[src/pkg/radio_frame_cfg.svh]
// Constants of the radio safety frame sequencer: layouts, codes and timing
`ifndef RADIO_FRAME_CFG_SVH
`define RADIO_FRAME_CFG_SVH

`define REF_CLK_MHZ      50
`define MAX_NODES        16
`define SIG_W            16
`define AGE_W            8
`define AGE_SAT          8'hff
// Configured channel 1..16 plus this offset gives the 802.15.4 channel 11..26
`define IEEE_CH_OFFSET   5'h0a
`define IEEE_CH_FIRST    5'h0b
// Frame time in microseconds for 2..16 members
`define FRAME_US_TABLE   '{4250, 6380, 8500, 11250, 13880, 16630, 20000, 23060, 26250, \
                           29560, 33750, 37380, 41130, 45940, 50000}
// Dwell per channel while scanning, in microseconds
`define SCAN_DWELL_US    20000
// Long and short timeouts, in frames
`define TMO_LONG_FRAMES  8'h28
`define TMO_SHORT_FRAMES 8'h0a
// Header word: program id in 31:16, sender index in 3:0
`define HDR_PROG_MSB     31
`define HDR_PROG_LSB     16
`define HDR_SRC_MSB      3
`define HDR_SRC_LSB      0
`define CRC_POLY         32'h04c11db7
`define CRC_INIT         32'hffffffff

`endif

[src/pkg/radio_frame_pkg.sv]
// Types shared by both ends of the radio safety link
package radio_frame_pkg;

   // One relayed item: origin node, age in frames, signals
   typedef struct packed {
      logic [3:0]  origin;
      logic [7:0]  age;
      logic [3:0]  spare;
      logic [15:0] sig;
   } entry_t;

   typedef enum logic [1:0] {
      ST_SCAN = 2'b00,
      ST_RUN  = 2'b01
   } link_st_t;

   typedef enum logic [2:0] {
      TX_IDLE = 3'b000,
      TX_HDR  = 3'b001,
      TX_SER  = 3'b010,
      TX_ENT  = 3'b011,
      TX_CRC  = 3'b100
   } tx_st_t;

endpackage

[src/pkg/radio_air_if.sv]
// Shared air medium between the sequencer node and a peer node
`timescale 1ns/1ps
interface radio_air_if;
   // Sequencer node transmit
   logic        n_valid;
   logic        n_sop;
   logic        n_eop;
   logic [31:0] n_data;
   logic [4:0]  n_chan;
   // Peer node transmit
   logic        p_valid;
   logic        p_sop;
   logic        p_eop;
   logic [31:0] p_data;
   logic [4:0]  p_chan;

   modport node (output n_valid, n_sop, n_eop, n_data, n_chan,
                 input  p_valid, p_sop, p_eop, p_data, p_chan);
   modport peer (output p_valid, p_sop, p_eop, p_data, p_chan,
                 input  n_valid, n_sop, n_eop, n_data, n_chan);
endinterface

[src/hw/safety_frame_node.sv]
// Sequencer node: channel, slot timing, join/scan, relay with age, checked receive
//
// Overview of operation
// - Channel index plus ten gives radio channel
// - Only accept members with same program
// - Bad checksum packets are discarded entirely
// - Stale source forces its signals to zero
// - Transmit in ascending node order per frame
// - Frame period follows member count table
// - Response bounded by selected long/short timeout
// - No acknowledgement and no retransmission
// - Relay heard member data while it is fresh
// - Every item carries its age
// - Node one transmits without scanning, first at the start of the second frame after start-up
// - Other nodes start scanning all channels
// - Join on direct or relayed node-one data
// - Lost node one returns members to scanning
// - Lost member other than node one only affects its own signals
// - Lost link latches safe until restart
// - Sixteen radio signals per node
// - Apply one packet atomically or not
`timescale 1ns/1ps
`include "radio_frame_cfg.svh"
module safety_frame_node
   import radio_frame_pkg::*;
#(
   parameter int unsigned CYC_PER_US     = `REF_CLK_MHZ,
   parameter int unsigned FRAME_US [15]  = `FRAME_US_TABLE,
   parameter int unsigned SCAN_DWELL_CYC = `SCAN_DWELL_US * `REF_CLK_MHZ
)
(
   // Clock and reset
   input  wire logic                    REF_CLK,
   input  wire logic                    RST_B,
   // Configuration
   input  wire logic [3:0]              NODE_IDX,
   input  wire logic [4:0]              MEMBERS,
   input  wire logic [4:0]              CHANNEL,
   input  wire logic [15:0]             PROG_ID,
   input  wire logic [15:0][31:0]       MEMBER_SERIAL,
   input  wire logic                    SHORT_TMO,
   // Own signals and restart
   input  wire logic [15:0]             OWN_SIG,
   input  wire logic                    RESTART,
   // Received safety state
   output logic      [15:0][15:0]       RX_SIG,
   output logic      [15:0]             RX_OK,
   output logic                         JOINED,
   // Air
   radio_air_if.node                    air
);

   link_st_t          st_r;
   tx_st_t            tx_st_r;
   logic [3:0]        tx_idx_r;
   logic [15:0]       own_r;
   logic [23:0]       cnt_r;
   logic [3:0]        slot_r;
   logic [23:0]       slot_len [15];
   logic [23:0]       slot_cur;
   logic              frame_tick;
   logic [31:0]       scan_cnt_r;
   logic [3:0]        scan_ch_r;
   logic [7:0]        tmo;
   logic [15:0][15:0] tbl_sig_r;
   logic [15:0][7:0]  tbl_age_r;
   logic [15:0]       tbl_vld_r;
   logic [15:0][15:0] stg_sig_r;
   logic [15:0][7:0]  stg_age_r;
   logic [15:0]       stg_vld_r;
   logic [15:0]       fresh;
   logic [15:0]       fresh_r;
   logic [15:0]       lost_r;
   logic [1:0]        rx_ph_r;
   logic              rx_ok_r;
   logic [3:0]        rx_src_r;
   logic              commit_r;
   logic              rx_hit;
   logic [31:0]       rx_crc;
   logic [31:0]       tx_crc;
   logic              tx_load;
   logic              tx_sop;
   logic              tx_eop;
   logic [31:0]       tx_word;
   logic              join_ev;
   logic              drop_ev;
   logic              tx_go;
   entry_t            ent;

   // Slot length per member count; rounding down keeps a frame within its period
   for (genvar g = 0; g < 15; g++)
   begin : g_slot
      assign slot_len[g] = 24'(FRAME_US[g] * CYC_PER_US / (g + 2));
   end
   assign slot_cur   = slot_len[4'(MEMBERS - 5'h02)];
   assign frame_tick = (cnt_r == slot_cur - 24'h000001) && ({1'b0, slot_r} == MEMBERS - 5'h01);
   assign tmo        = SHORT_TMO ? `TMO_SHORT_FRAMES : `TMO_LONG_FRAMES;
   assign ent        = entry_t'(air.p_data);
   assign rx_hit     = air.p_valid && (air.p_chan == air.n_chan);
   assign join_ev    = commit_r && stg_vld_r[0] && (stg_age_r[0] < tmo);
   assign drop_ev    = (st_r == ST_RUN) && (NODE_IDX != 4'h0) && !fresh[0];
   assign tx_go      = (st_r == ST_RUN) && (cnt_r == 24'h000000) && (slot_r == NODE_IDX) && (tx_st_r == TX_IDLE);

   // Link state: node one never scans, others join on node-one data
   always_ff @(posedge REF_CLK or negedge RST_B)
   begin
      if (!RST_B)
         st_r <= ST_SCAN;
      else
         case (st_r)
            ST_SCAN: if (NODE_IDX == 4'h0 || join_ev) st_r <= ST_RUN;
            ST_RUN:  if (drop_ev) st_r <= ST_SCAN;
            default: st_r <= ST_SCAN;
         endcase
   end

   // Slot timer; members resync to each accepted packet, node one is the time master
   always_ff @(posedge REF_CLK or negedge RST_B)
   begin
      if (!RST_B)
      begin
         cnt_r  <= 24'h000000;
         slot_r <= 4'h0;
      end
      else if (commit_r && NODE_IDX != 4'h0)
      begin
         cnt_r  <= 24'h000001;
         slot_r <= rx_src_r;
      end
      else if (cnt_r == slot_cur - 24'h000001)
      begin
         cnt_r  <= 24'h000000;
         slot_r <= frame_tick ? 4'h0 : slot_r + 4'h1;
      end
      else
         cnt_r <= cnt_r + 24'h000001;
   end

   // Channel scan and radio channel selection
   always_ff @(posedge REF_CLK or negedge RST_B)
   begin
      if (!RST_B)
      begin
         scan_cnt_r <= 32'h00000000;
         scan_ch_r  <= 4'h0;
         air.n_chan <= `IEEE_CH_FIRST;
      end
      else
      begin
         if (st_r == ST_SCAN && scan_cnt_r == 32'(SCAN_DWELL_CYC - 1))
         begin
            scan_cnt_r <= 32'h00000000;
            scan_ch_r  <= scan_ch_r + 4'h1;
         end
         else if (st_r == ST_SCAN)
            scan_cnt_r <= scan_cnt_r + 32'h00000001;
         air.n_chan <= (st_r == ST_RUN) ? CHANNEL + `IEEE_CH_OFFSET
                                        : {1'b0, scan_ch_r} + `IEEE_CH_FIRST;
      end
   end

   // Receive: header and serial filter, stage entries, commit only on good checksum
   always_ff @(posedge REF_CLK or negedge RST_B)
   begin
      if (!RST_B)
      begin
         rx_ph_r   <= 2'h0;
         rx_ok_r   <= 1'b0;
         rx_src_r  <= 4'h0;
         commit_r  <= 1'b0;
         stg_vld_r <= 16'h0000;
         stg_sig_r <= '0;
         stg_age_r <= '0;
      end
      else
      begin
         commit_r <= 1'b0;
         if (rx_hit && air.p_sop)
         begin
            rx_ph_r   <= 2'h1;
            rx_src_r  <= air.p_data[`HDR_SRC_MSB:`HDR_SRC_LSB];
            stg_vld_r <= 16'h0000;
            rx_ok_r   <= (air.p_data[`HDR_PROG_MSB:`HDR_PROG_LSB] == PROG_ID) &&
                         ({1'b0, air.p_data[`HDR_SRC_MSB:`HDR_SRC_LSB]} < MEMBERS) &&
                         (air.p_data[`HDR_SRC_MSB:`HDR_SRC_LSB] != NODE_IDX);
         end
         else if (rx_hit && rx_ph_r == 2'h1)
         begin
            rx_ph_r <= 2'h2;
            rx_ok_r <= rx_ok_r && (air.p_data == MEMBER_SERIAL[rx_src_r]);
         end
         else if (rx_hit && rx_ph_r == 2'h2 && air.p_eop)
         begin
            rx_ph_r  <= 2'h0;
            commit_r <= rx_ok_r && (air.p_data == rx_crc);
         end
         else if (rx_hit && rx_ph_r == 2'h2 && ({1'b0, ent.origin} < MEMBERS) && ent.origin != NODE_IDX)
         begin
            stg_vld_r[ent.origin] <= 1'b1;
            stg_sig_r[ent.origin] <= ent.sig;
            stg_age_r[ent.origin] <= ent.age;
         end
      end
   end

   frame_crc32 u_rx_crc
   (
      .clk   (REF_CLK),
      .rst_b (RST_B),
      .start (air.p_sop),
      .en    (rx_hit && !air.p_eop),
      .din   (air.p_data),
      .crc_r (rx_crc)
   );

   // Per-source table, freshness and safe-state latch
   for (genvar g = 0; g < 16; g++)
   begin : g_src
      assign fresh[g] = tbl_vld_r[g] && (tbl_age_r[g] < tmo);

      always_ff @(posedge REF_CLK or negedge RST_B)
      begin
         if (!RST_B)
         begin
            tbl_vld_r[g] <= 1'b0;
            tbl_age_r[g] <= `AGE_SAT;
            tbl_sig_r[g] <= 16'h0000;
         end
         else if (drop_ev)
            tbl_vld_r[g] <= 1'b0;
         else if (commit_r && stg_vld_r[g] && (!fresh[g] || stg_age_r[g] < tbl_age_r[g]))
         begin
            tbl_vld_r[g] <= 1'b1;
            tbl_age_r[g] <= stg_age_r[g];
            tbl_sig_r[g] <= stg_sig_r[g];
         end
         else if (frame_tick && tbl_age_r[g] != `AGE_SAT)
            tbl_age_r[g] <= tbl_age_r[g] + 8'h01;
      end

      // A loss sets the latch even in a restart cycle; only restart clears it
      always_ff @(posedge REF_CLK or negedge RST_B)
      begin
         if (!RST_B)
         begin
            fresh_r[g] <= 1'b0;
            lost_r[g]  <= 1'b0;
            RX_SIG[g]  <= 16'h0000;
            RX_OK[g]   <= 1'b0;
         end
         else
         begin
            fresh_r[g] <= fresh[g];
            lost_r[g]  <= (lost_r[g] && !RESTART) || (fresh_r[g] && !fresh[g]);
            RX_OK[g]   <= fresh[g] && !lost_r[g];
            RX_SIG[g]  <= (fresh[g] && !lost_r[g]) ? tbl_sig_r[g] : 16'h0000;
         end
      end
   end

   // Transmit word selection: own item at age zero, relays with their age
   always_comb
   begin
      tx_load = 1'b0;
      tx_sop  = 1'b0;
      tx_eop  = 1'b0;
      tx_word = 32'h00000000;
      case (tx_st_r)
         TX_HDR:
         begin
            tx_load = 1'b1;
            tx_sop  = 1'b1;
            tx_word = {PROG_ID, 12'h000, NODE_IDX};
         end
         TX_SER:
         begin
            tx_load = 1'b1;
            tx_word = MEMBER_SERIAL[NODE_IDX];
         end
         TX_ENT:
         begin
            if (tx_idx_r == NODE_IDX)
            begin
               tx_load = 1'b1;
               tx_word = {tx_idx_r, 8'h00, 4'h0, own_r};
            end
            else if (fresh[tx_idx_r])
            begin
               tx_load = 1'b1;
               tx_word = {tx_idx_r, tbl_age_r[tx_idx_r], 4'h0, tbl_sig_r[tx_idx_r]};
            end
         end
         TX_CRC:
         begin
            tx_load = 1'b1;
            tx_eop  = 1'b1;
            tx_word = tx_crc;
         end
         default: tx_load = 1'b0;
      endcase
   end

   // Transmit sequencing; fire and forget, nothing waits for a reply
   always_ff @(posedge REF_CLK or negedge RST_B)
   begin
      if (!RST_B)
      begin
         tx_st_r     <= TX_IDLE;
         tx_idx_r    <= 4'h0;
         own_r       <= 16'h0000;
         air.n_valid <= 1'b0;
         air.n_sop   <= 1'b0;
         air.n_eop   <= 1'b0;
         air.n_data  <= 32'h00000000;
      end
      else
      begin
         air.n_valid <= tx_load;
         air.n_sop   <= tx_sop;
         air.n_eop   <= tx_eop;
         air.n_data  <= tx_word;
         case (tx_st_r)
            TX_IDLE: if (tx_go)
                     begin
                        tx_st_r <= TX_HDR;
                        own_r   <= OWN_SIG;
                     end
            TX_HDR:  tx_st_r <= TX_SER;
            TX_SER:
            begin
               tx_st_r  <= TX_ENT;
               tx_idx_r <= 4'h0;
            end
            TX_ENT:
            begin
               tx_idx_r <= tx_idx_r + 4'h1;
               if ({1'b0, tx_idx_r} == MEMBERS - 5'h01)
                  tx_st_r <= TX_CRC;
            end
            TX_CRC:  tx_st_r <= TX_IDLE;
            default: tx_st_r <= TX_IDLE;
         endcase
      end
   end

   frame_crc32 u_tx_crc
   (
      .clk   (REF_CLK),
      .rst_b (RST_B),
      .start (tx_sop),
      .en    (tx_load && !tx_eop),
      .din   (tx_word),
      .crc_r (tx_crc)
   );

   // Join status
   always_ff @(posedge REF_CLK or negedge RST_B)
   begin
      if (!RST_B)
         JOINED <= 1'b0;
      else
         JOINED <= (st_r == ST_RUN);
   end

endmodule // safety_frame_node

[src/hw/frame_crc32.sv]
// Word-serial CRC-32 accumulator used by both transmit and receive paths
`timescale 1ns/1ps
`include "radio_frame_cfg.svh"
module frame_crc32
(
   // Clock and reset
   input  wire logic        clk,
   input  wire logic        rst_b,
   // Word feed
   input  wire logic        start,
   input  wire logic        en,
   input  wire logic [31:0] din,
   // Running checksum
   output logic      [31:0] crc_r
);

   // Shift one word through the polynomial, MSB first
   function automatic logic [31:0] crc_step(input logic [31:0] c, input logic [31:0] d);
      logic [31:0] r;
      r = c;
      for (int i = 31; i >= 0; i--)
      begin
         r = (r[31] ^ d[i]) ? ({r[30:0], 1'b0} ^ `CRC_POLY) : {r[30:0], 1'b0};
      end
      return r;
   endfunction

   // A start word restarts from the seed so no state leaks between packets
   always_ff @(posedge clk or negedge rst_b)
   begin
      if (!rst_b)
         crc_r <= `CRC_INIT;
      else if (en)
         crc_r <= crc_step(start ? `CRC_INIT : crc_r, din);
   end

endmodule // frame_crc32

[src/flat_wrapper.sv]
// flat-port wrapper written by rule: the top's interface ports become plain ports
module safety_frame_node_flat import radio_frame_pkg::*;
#(
   parameter int unsigned CYC_PER_US     = `REF_CLK_MHZ,
   parameter int unsigned FRAME_US [15]  = `FRAME_US_TABLE,
   parameter int unsigned SCAN_DWELL_CYC = `SCAN_DWELL_US * `REF_CLK_MHZ
)
  (REF_CLK, RST_B, NODE_IDX, MEMBERS, CHANNEL, PROG_ID, MEMBER_SERIAL, SHORT_TMO, OWN_SIG, RESTART, RX_SIG, RX_OK, JOINED, air_n_valid, air_n_sop, air_n_eop, air_n_data, air_n_chan, air_p_valid, air_p_sop, air_p_eop, air_p_data, air_p_chan);
  radio_air_if air_i ();
  input  wire logic REF_CLK;
  input  wire logic RST_B;
  input  wire logic [3:0] NODE_IDX;
  input  wire logic [4:0] MEMBERS;
  input  wire logic [4:0] CHANNEL;
  input  wire logic [15:0] PROG_ID;
  input  wire logic [15:0][31:0] MEMBER_SERIAL;
  input  wire logic SHORT_TMO;
  input  wire logic [15:0] OWN_SIG;
  input  wire logic RESTART;
  output logic      [15:0][15:0] RX_SIG;
  output logic      [15:0] RX_OK;
  output logic JOINED;
  output wire logic [$bits(air_i.n_valid)-1:0] air_n_valid;
  output wire logic [$bits(air_i.n_sop)-1:0] air_n_sop;
  output wire logic [$bits(air_i.n_eop)-1:0] air_n_eop;
  output wire logic [$bits(air_i.n_data)-1:0] air_n_data;
  output wire logic [$bits(air_i.n_chan)-1:0] air_n_chan;
  input wire logic [$bits(air_i.p_valid)-1:0] air_p_valid;
  input wire logic [$bits(air_i.p_sop)-1:0] air_p_sop;
  input wire logic [$bits(air_i.p_eop)-1:0] air_p_eop;
  input wire logic [$bits(air_i.p_data)-1:0] air_p_data;
  input wire logic [$bits(air_i.p_chan)-1:0] air_p_chan;
  assign air_n_valid = air_i.n_valid;
  assign air_n_sop = air_i.n_sop;
  assign air_n_eop = air_i.n_eop;
  assign air_n_data = air_i.n_data;
  assign air_n_chan = air_i.n_chan;
  assign air_i.p_valid = air_p_valid;
  assign air_i.p_sop = air_p_sop;
  assign air_i.p_eop = air_p_eop;
  assign air_i.p_data = air_p_data;
  assign air_i.p_chan = air_p_chan;
  safety_frame_node #(.CYC_PER_US(CYC_PER_US), .FRAME_US(FRAME_US), .SCAN_DWELL_CYC(SCAN_DWELL_CYC)) u_core (.REF_CLK(REF_CLK), .RST_B(RST_B), .NODE_IDX(NODE_IDX), .MEMBERS(MEMBERS), .CHANNEL(CHANNEL), .PROG_ID(PROG_ID), .MEMBER_SERIAL(MEMBER_SERIAL), .SHORT_TMO(SHORT_TMO), .OWN_SIG(OWN_SIG), .RESTART(RESTART), .RX_SIG(RX_SIG), .RX_OK(RX_OK), .JOINED(JOINED), .air(air_i));
endmodule
[config.mk]
export PLATFORM = sky130hd
export DESIGN_NAME = safety_frame_node_flat
export DESIGN_NICKNAME = d
export VERILOG_FILES = /design/src/pkg/radio_frame_pkg.sv /design/src/pkg/radio_air_if.sv /design/src/hw/safety_frame_node.sv /design/src/hw/frame_crc32.sv /design/src/flat_wrapper.sv
export VERILOG_INCLUDE_DIRS = /design/src /design/src/pkg
export SDC_FILE = /design/constraint.sdc
export NUM_CORES = 2
export LEC_CHECK = 0
export ABC_AREA = 1
export BUFFER_PORTS_ARGS = -buffer_cell sky130_fd_sc_hd__buf_2
export CAP_MARGIN = 20
export CORE_ASPECT_RATIO = 1.2
export CORE_MARGIN = 2
export CORE_UTILIZATION = 50
export DETAILED_ROUTE_END_ITERATION = 10
export PLACE_DENSITY = 0.7
export SLEW_MARGIN = 20
export SYNTH_ARGS = -nofsm -noshare
export SYNTH_HDL_FRONTEND = slang
export SYNTH_HIERARCHICAL = 1
export SYNTH_SLANG_ARGS = --single-unit
[constraint.sdc]
create_clock -name REF_CLK -period 6.5 [get_ports REF_CLK]
set_input_delay 0.325 -clock REF_CLK [delete_from_list [all_inputs] [get_ports REF_CLK]]
set_output_delay 0.325 -clock REF_CLK [all_outputs]
set_load 0.005 [all_outputs]
==> metrics.cfg <==
[outcome]
outcome = completed

[synthesis]
yosysTopAreaCell = dfrtp_1
yosysWarnings = 6
seq_area_frac_synth = 0.413
synth_fp_nets = 11573
synth_area_um2 = 79700
yosysMostFrequentCell = nand2_1
synth_top_area_share = 0.349
synth.distinct_cells = 63
async_reset_ff_frac = 1.00
synth_edf_count = 0
avgSynthCellArea_um2 = 7.37
ys.flop_type = dfrtp_1
synth-seq-cells = 1305
synth.area.top_cells = dfrtp_1 (35%), nand2_1 (12%), o21ai_0 (8.4%)
synth_common_cells = nand2_1 (2604), o21ai_0 (1336), dfrtp_1 (1110)
synthCells = 10801

[routing]
dr.pass1.iters = 9
drtIter0Drc = 11259
via_per_inst = 6.05
wire_per_inst_um = 27.9
drt_wl_total_mm = 387
vias = 83993
drc = 0
drtAntennaViolNets = 0

[placement]
gp_congestion = 1.05
place_area_um2 = 86800
io_buffers = 914
dp.cells = 13504
dp_hpwl_mm = 293

[floorplanning]
die_w_um = 368
io_pins = 915
fp.coreArea_um2 = 158000
fp.dieH_um = 441
initial_utilization = 0.503
die-area_um2 = 163000
num_rows = 160

[cts]
clk_pin_slew_worst_paths_ps = 60
cts_tree = done
clkLatencyLatePin_ps = 830
cts_buffer_depth = 3
post_cts_buffers = 0
cts_buffers = 135
clockRootBuffer = clkbuf_16
cts-htree-levels = 4
ctsResizeCount = 0
cts.sink_count = 1305

[flow_run]
drv_cap = 0

[sta]
rsz0062_at_grt = no
period_share = 0.933
tightest_slew_ps = 1200
finalSetupViolCount = 0
hold_viol_final = 0
finalSetupTns_ps = 0
final_max_slew_viol_count = 0
fmax_mhz = 165
min_period_ps = 6070
slew_headroom = 0.202
skew_ps = 46.5

[min_path]
hold_path.class = input pin to flop
holdPathStages = 6

[setup_path]
rrSetupSlack_ps = 430
critPathKind = flop to flop
worst_path_most_repeated_cell = nand2_1
cp_data_required_time_ps = 7200
worst-path-buf-inv = 3
worstPathArrival_ps = 6770
slowest_delay_ps = 720
rr_worst_depth = 34
end_kind = flop
critical_path.slowest_cell = dfrtp_4
critPathLaunchType = flop
path_delay_family = simple AND/OR/NAND/NOR gates
critPathMaxFanout = 20
crit_cells = 34

[cells_and_area]
fin_area_um2 = 92000
synthToLayoutAreaGrowth_pct = 15.5
layout-drive-gt1-share = 0.169
layout.nets = 12337
n_fill_cell = 14722
final_cells = 13885

[global_routing]
grt_pass1_vias = 78629
overflow = 0
grt_pass1_wl_mm = 544
track_usage = 0.462
grt_max_degree = 204
grt_antenna_before_repair = 121

[routing by layer]
metal | up-vias | track usage | wire length (um)
li1 | 37106 | - | -
met1 | 39952 | 0.531 | 135000
met2 | 5462 | 0.713 | 171000
met3 | 1425 | 0.123 | 40200
met4 | 48 | 0.411 | 40700
met5 | - | 0 | 327
[worst reg2reg max path: cells and delay by family (launching register included)]
kind / cells / cell delay [ps]
flops: 1 / 720
buf+inv: 3 / 500
compound gates: 6 / 1280
simple gates: 25 / 3450
[per-stage QoR]
step	setup slack [ps]	util	hold WS (ps)
final	435	0.581	75.6
after global routing	24.2	0.580	51.5
after CTS	632	0.579	1.68
after detailed placement	486	0.548	449
after global placement	578	0.548	437
after floorplan	1900	-	29.4
[final timing paths]
kind,from,to
max,u_core/tx_idx_r[0],u_core/u_tx_crc/crc_r[24]
max in group asynchronous,RST_B,u_core/stg_sig_r[138]
min in group asynchronous,RST_B,u_core/stg_age_r[26]
min,PROG_ID[14],u_core/rx_ok_r
min reg2reg,u_core/fresh_r[1],u_core/lost_r[1]
max reg2reg,u_core/tx_idx_r[0],u_core/u_tx_crc/crc_r[24]
[timing repair]
action	4_1_cts	5_1_grt
hold buffers	29	0
setup endpoints to repair	0	0
hold endpoints to repair	156	0
[registers in the layout, indices dropped and copies added (netlist names), 5 cells and up]
signal and count:
u_core/RX_OK 16, u_core/RX_SIG 256, u_core/air.n_chan 5, u_core/air.n_data 32, u_core/cnt_r 24, u_core/fresh_r 16
u_core/lost_r 16, u_core/own_r 16, u_core/scan_cnt_r 32, u_core/stg_age_r 128, u_core/stg_sig_r 256, u_core/stg_vld_r 16
u_core/tbl_age_r 128, u_core/tbl_sig_r 256, u_core/tbl_vld_r 16, u_core/u_rx_crc/crc_r 32, u_core/u_tx_crc/crc_r 32
[kinds of logic after synthesis]
family | Yosys count | synth area share
compound gates | 2430 | 0.169
mux | 30 | 0.00423
xor+xnor | 395 | 0.0442
flops | 1305 | 0.413
simple gates | 4793 | 0.263
buf+inv | 1678 | 0.0807
fa+ha+maj | 170 | 0.0267
[layout make-up]
cell class                      count  area, um^2  area share
Multi-Input combinational cell   7818       40400       0.439
Sequential cell                  1305       32900       0.358
Timing Repair Buffer             1161        6830      0.0743
Inverter                         1144        4300      0.0468
Clock buffer                      185        3840      0.0417
Tap cell                         2106        2640      0.0286
Clock inverter                     64         838     0.00911
Antenna cell                      102         255     0.00277
[cells in the final DEF, fill, tap and decap left out, drive strengths merged, types with 13 or more instances in the layout]
cell type,count
a21oi,592
a221oi,18
a22oi,28
a31oi,49
buf,1131
bufinv,13
clkbuf,186
clkinv,44
clkinvlp,15
dfrtp,1110
dfstp,195
diode,102
dlygate4sd3,29
ha,170
inv,1136
mux2,29
nand2,2805
nand3,848
nand3b,15
nand4,70
nor2,883
nor3,84
nor4,43
o2111ai,13
o211ai,229
o21ai,1363
o221ai,63
o22ai,27
o311ai,13
or2,35
xnor2,88
xor2,307
Power is not shown: default switching activity piles up to over one toggle a cycle in this logic, so the estimate is an artifact.
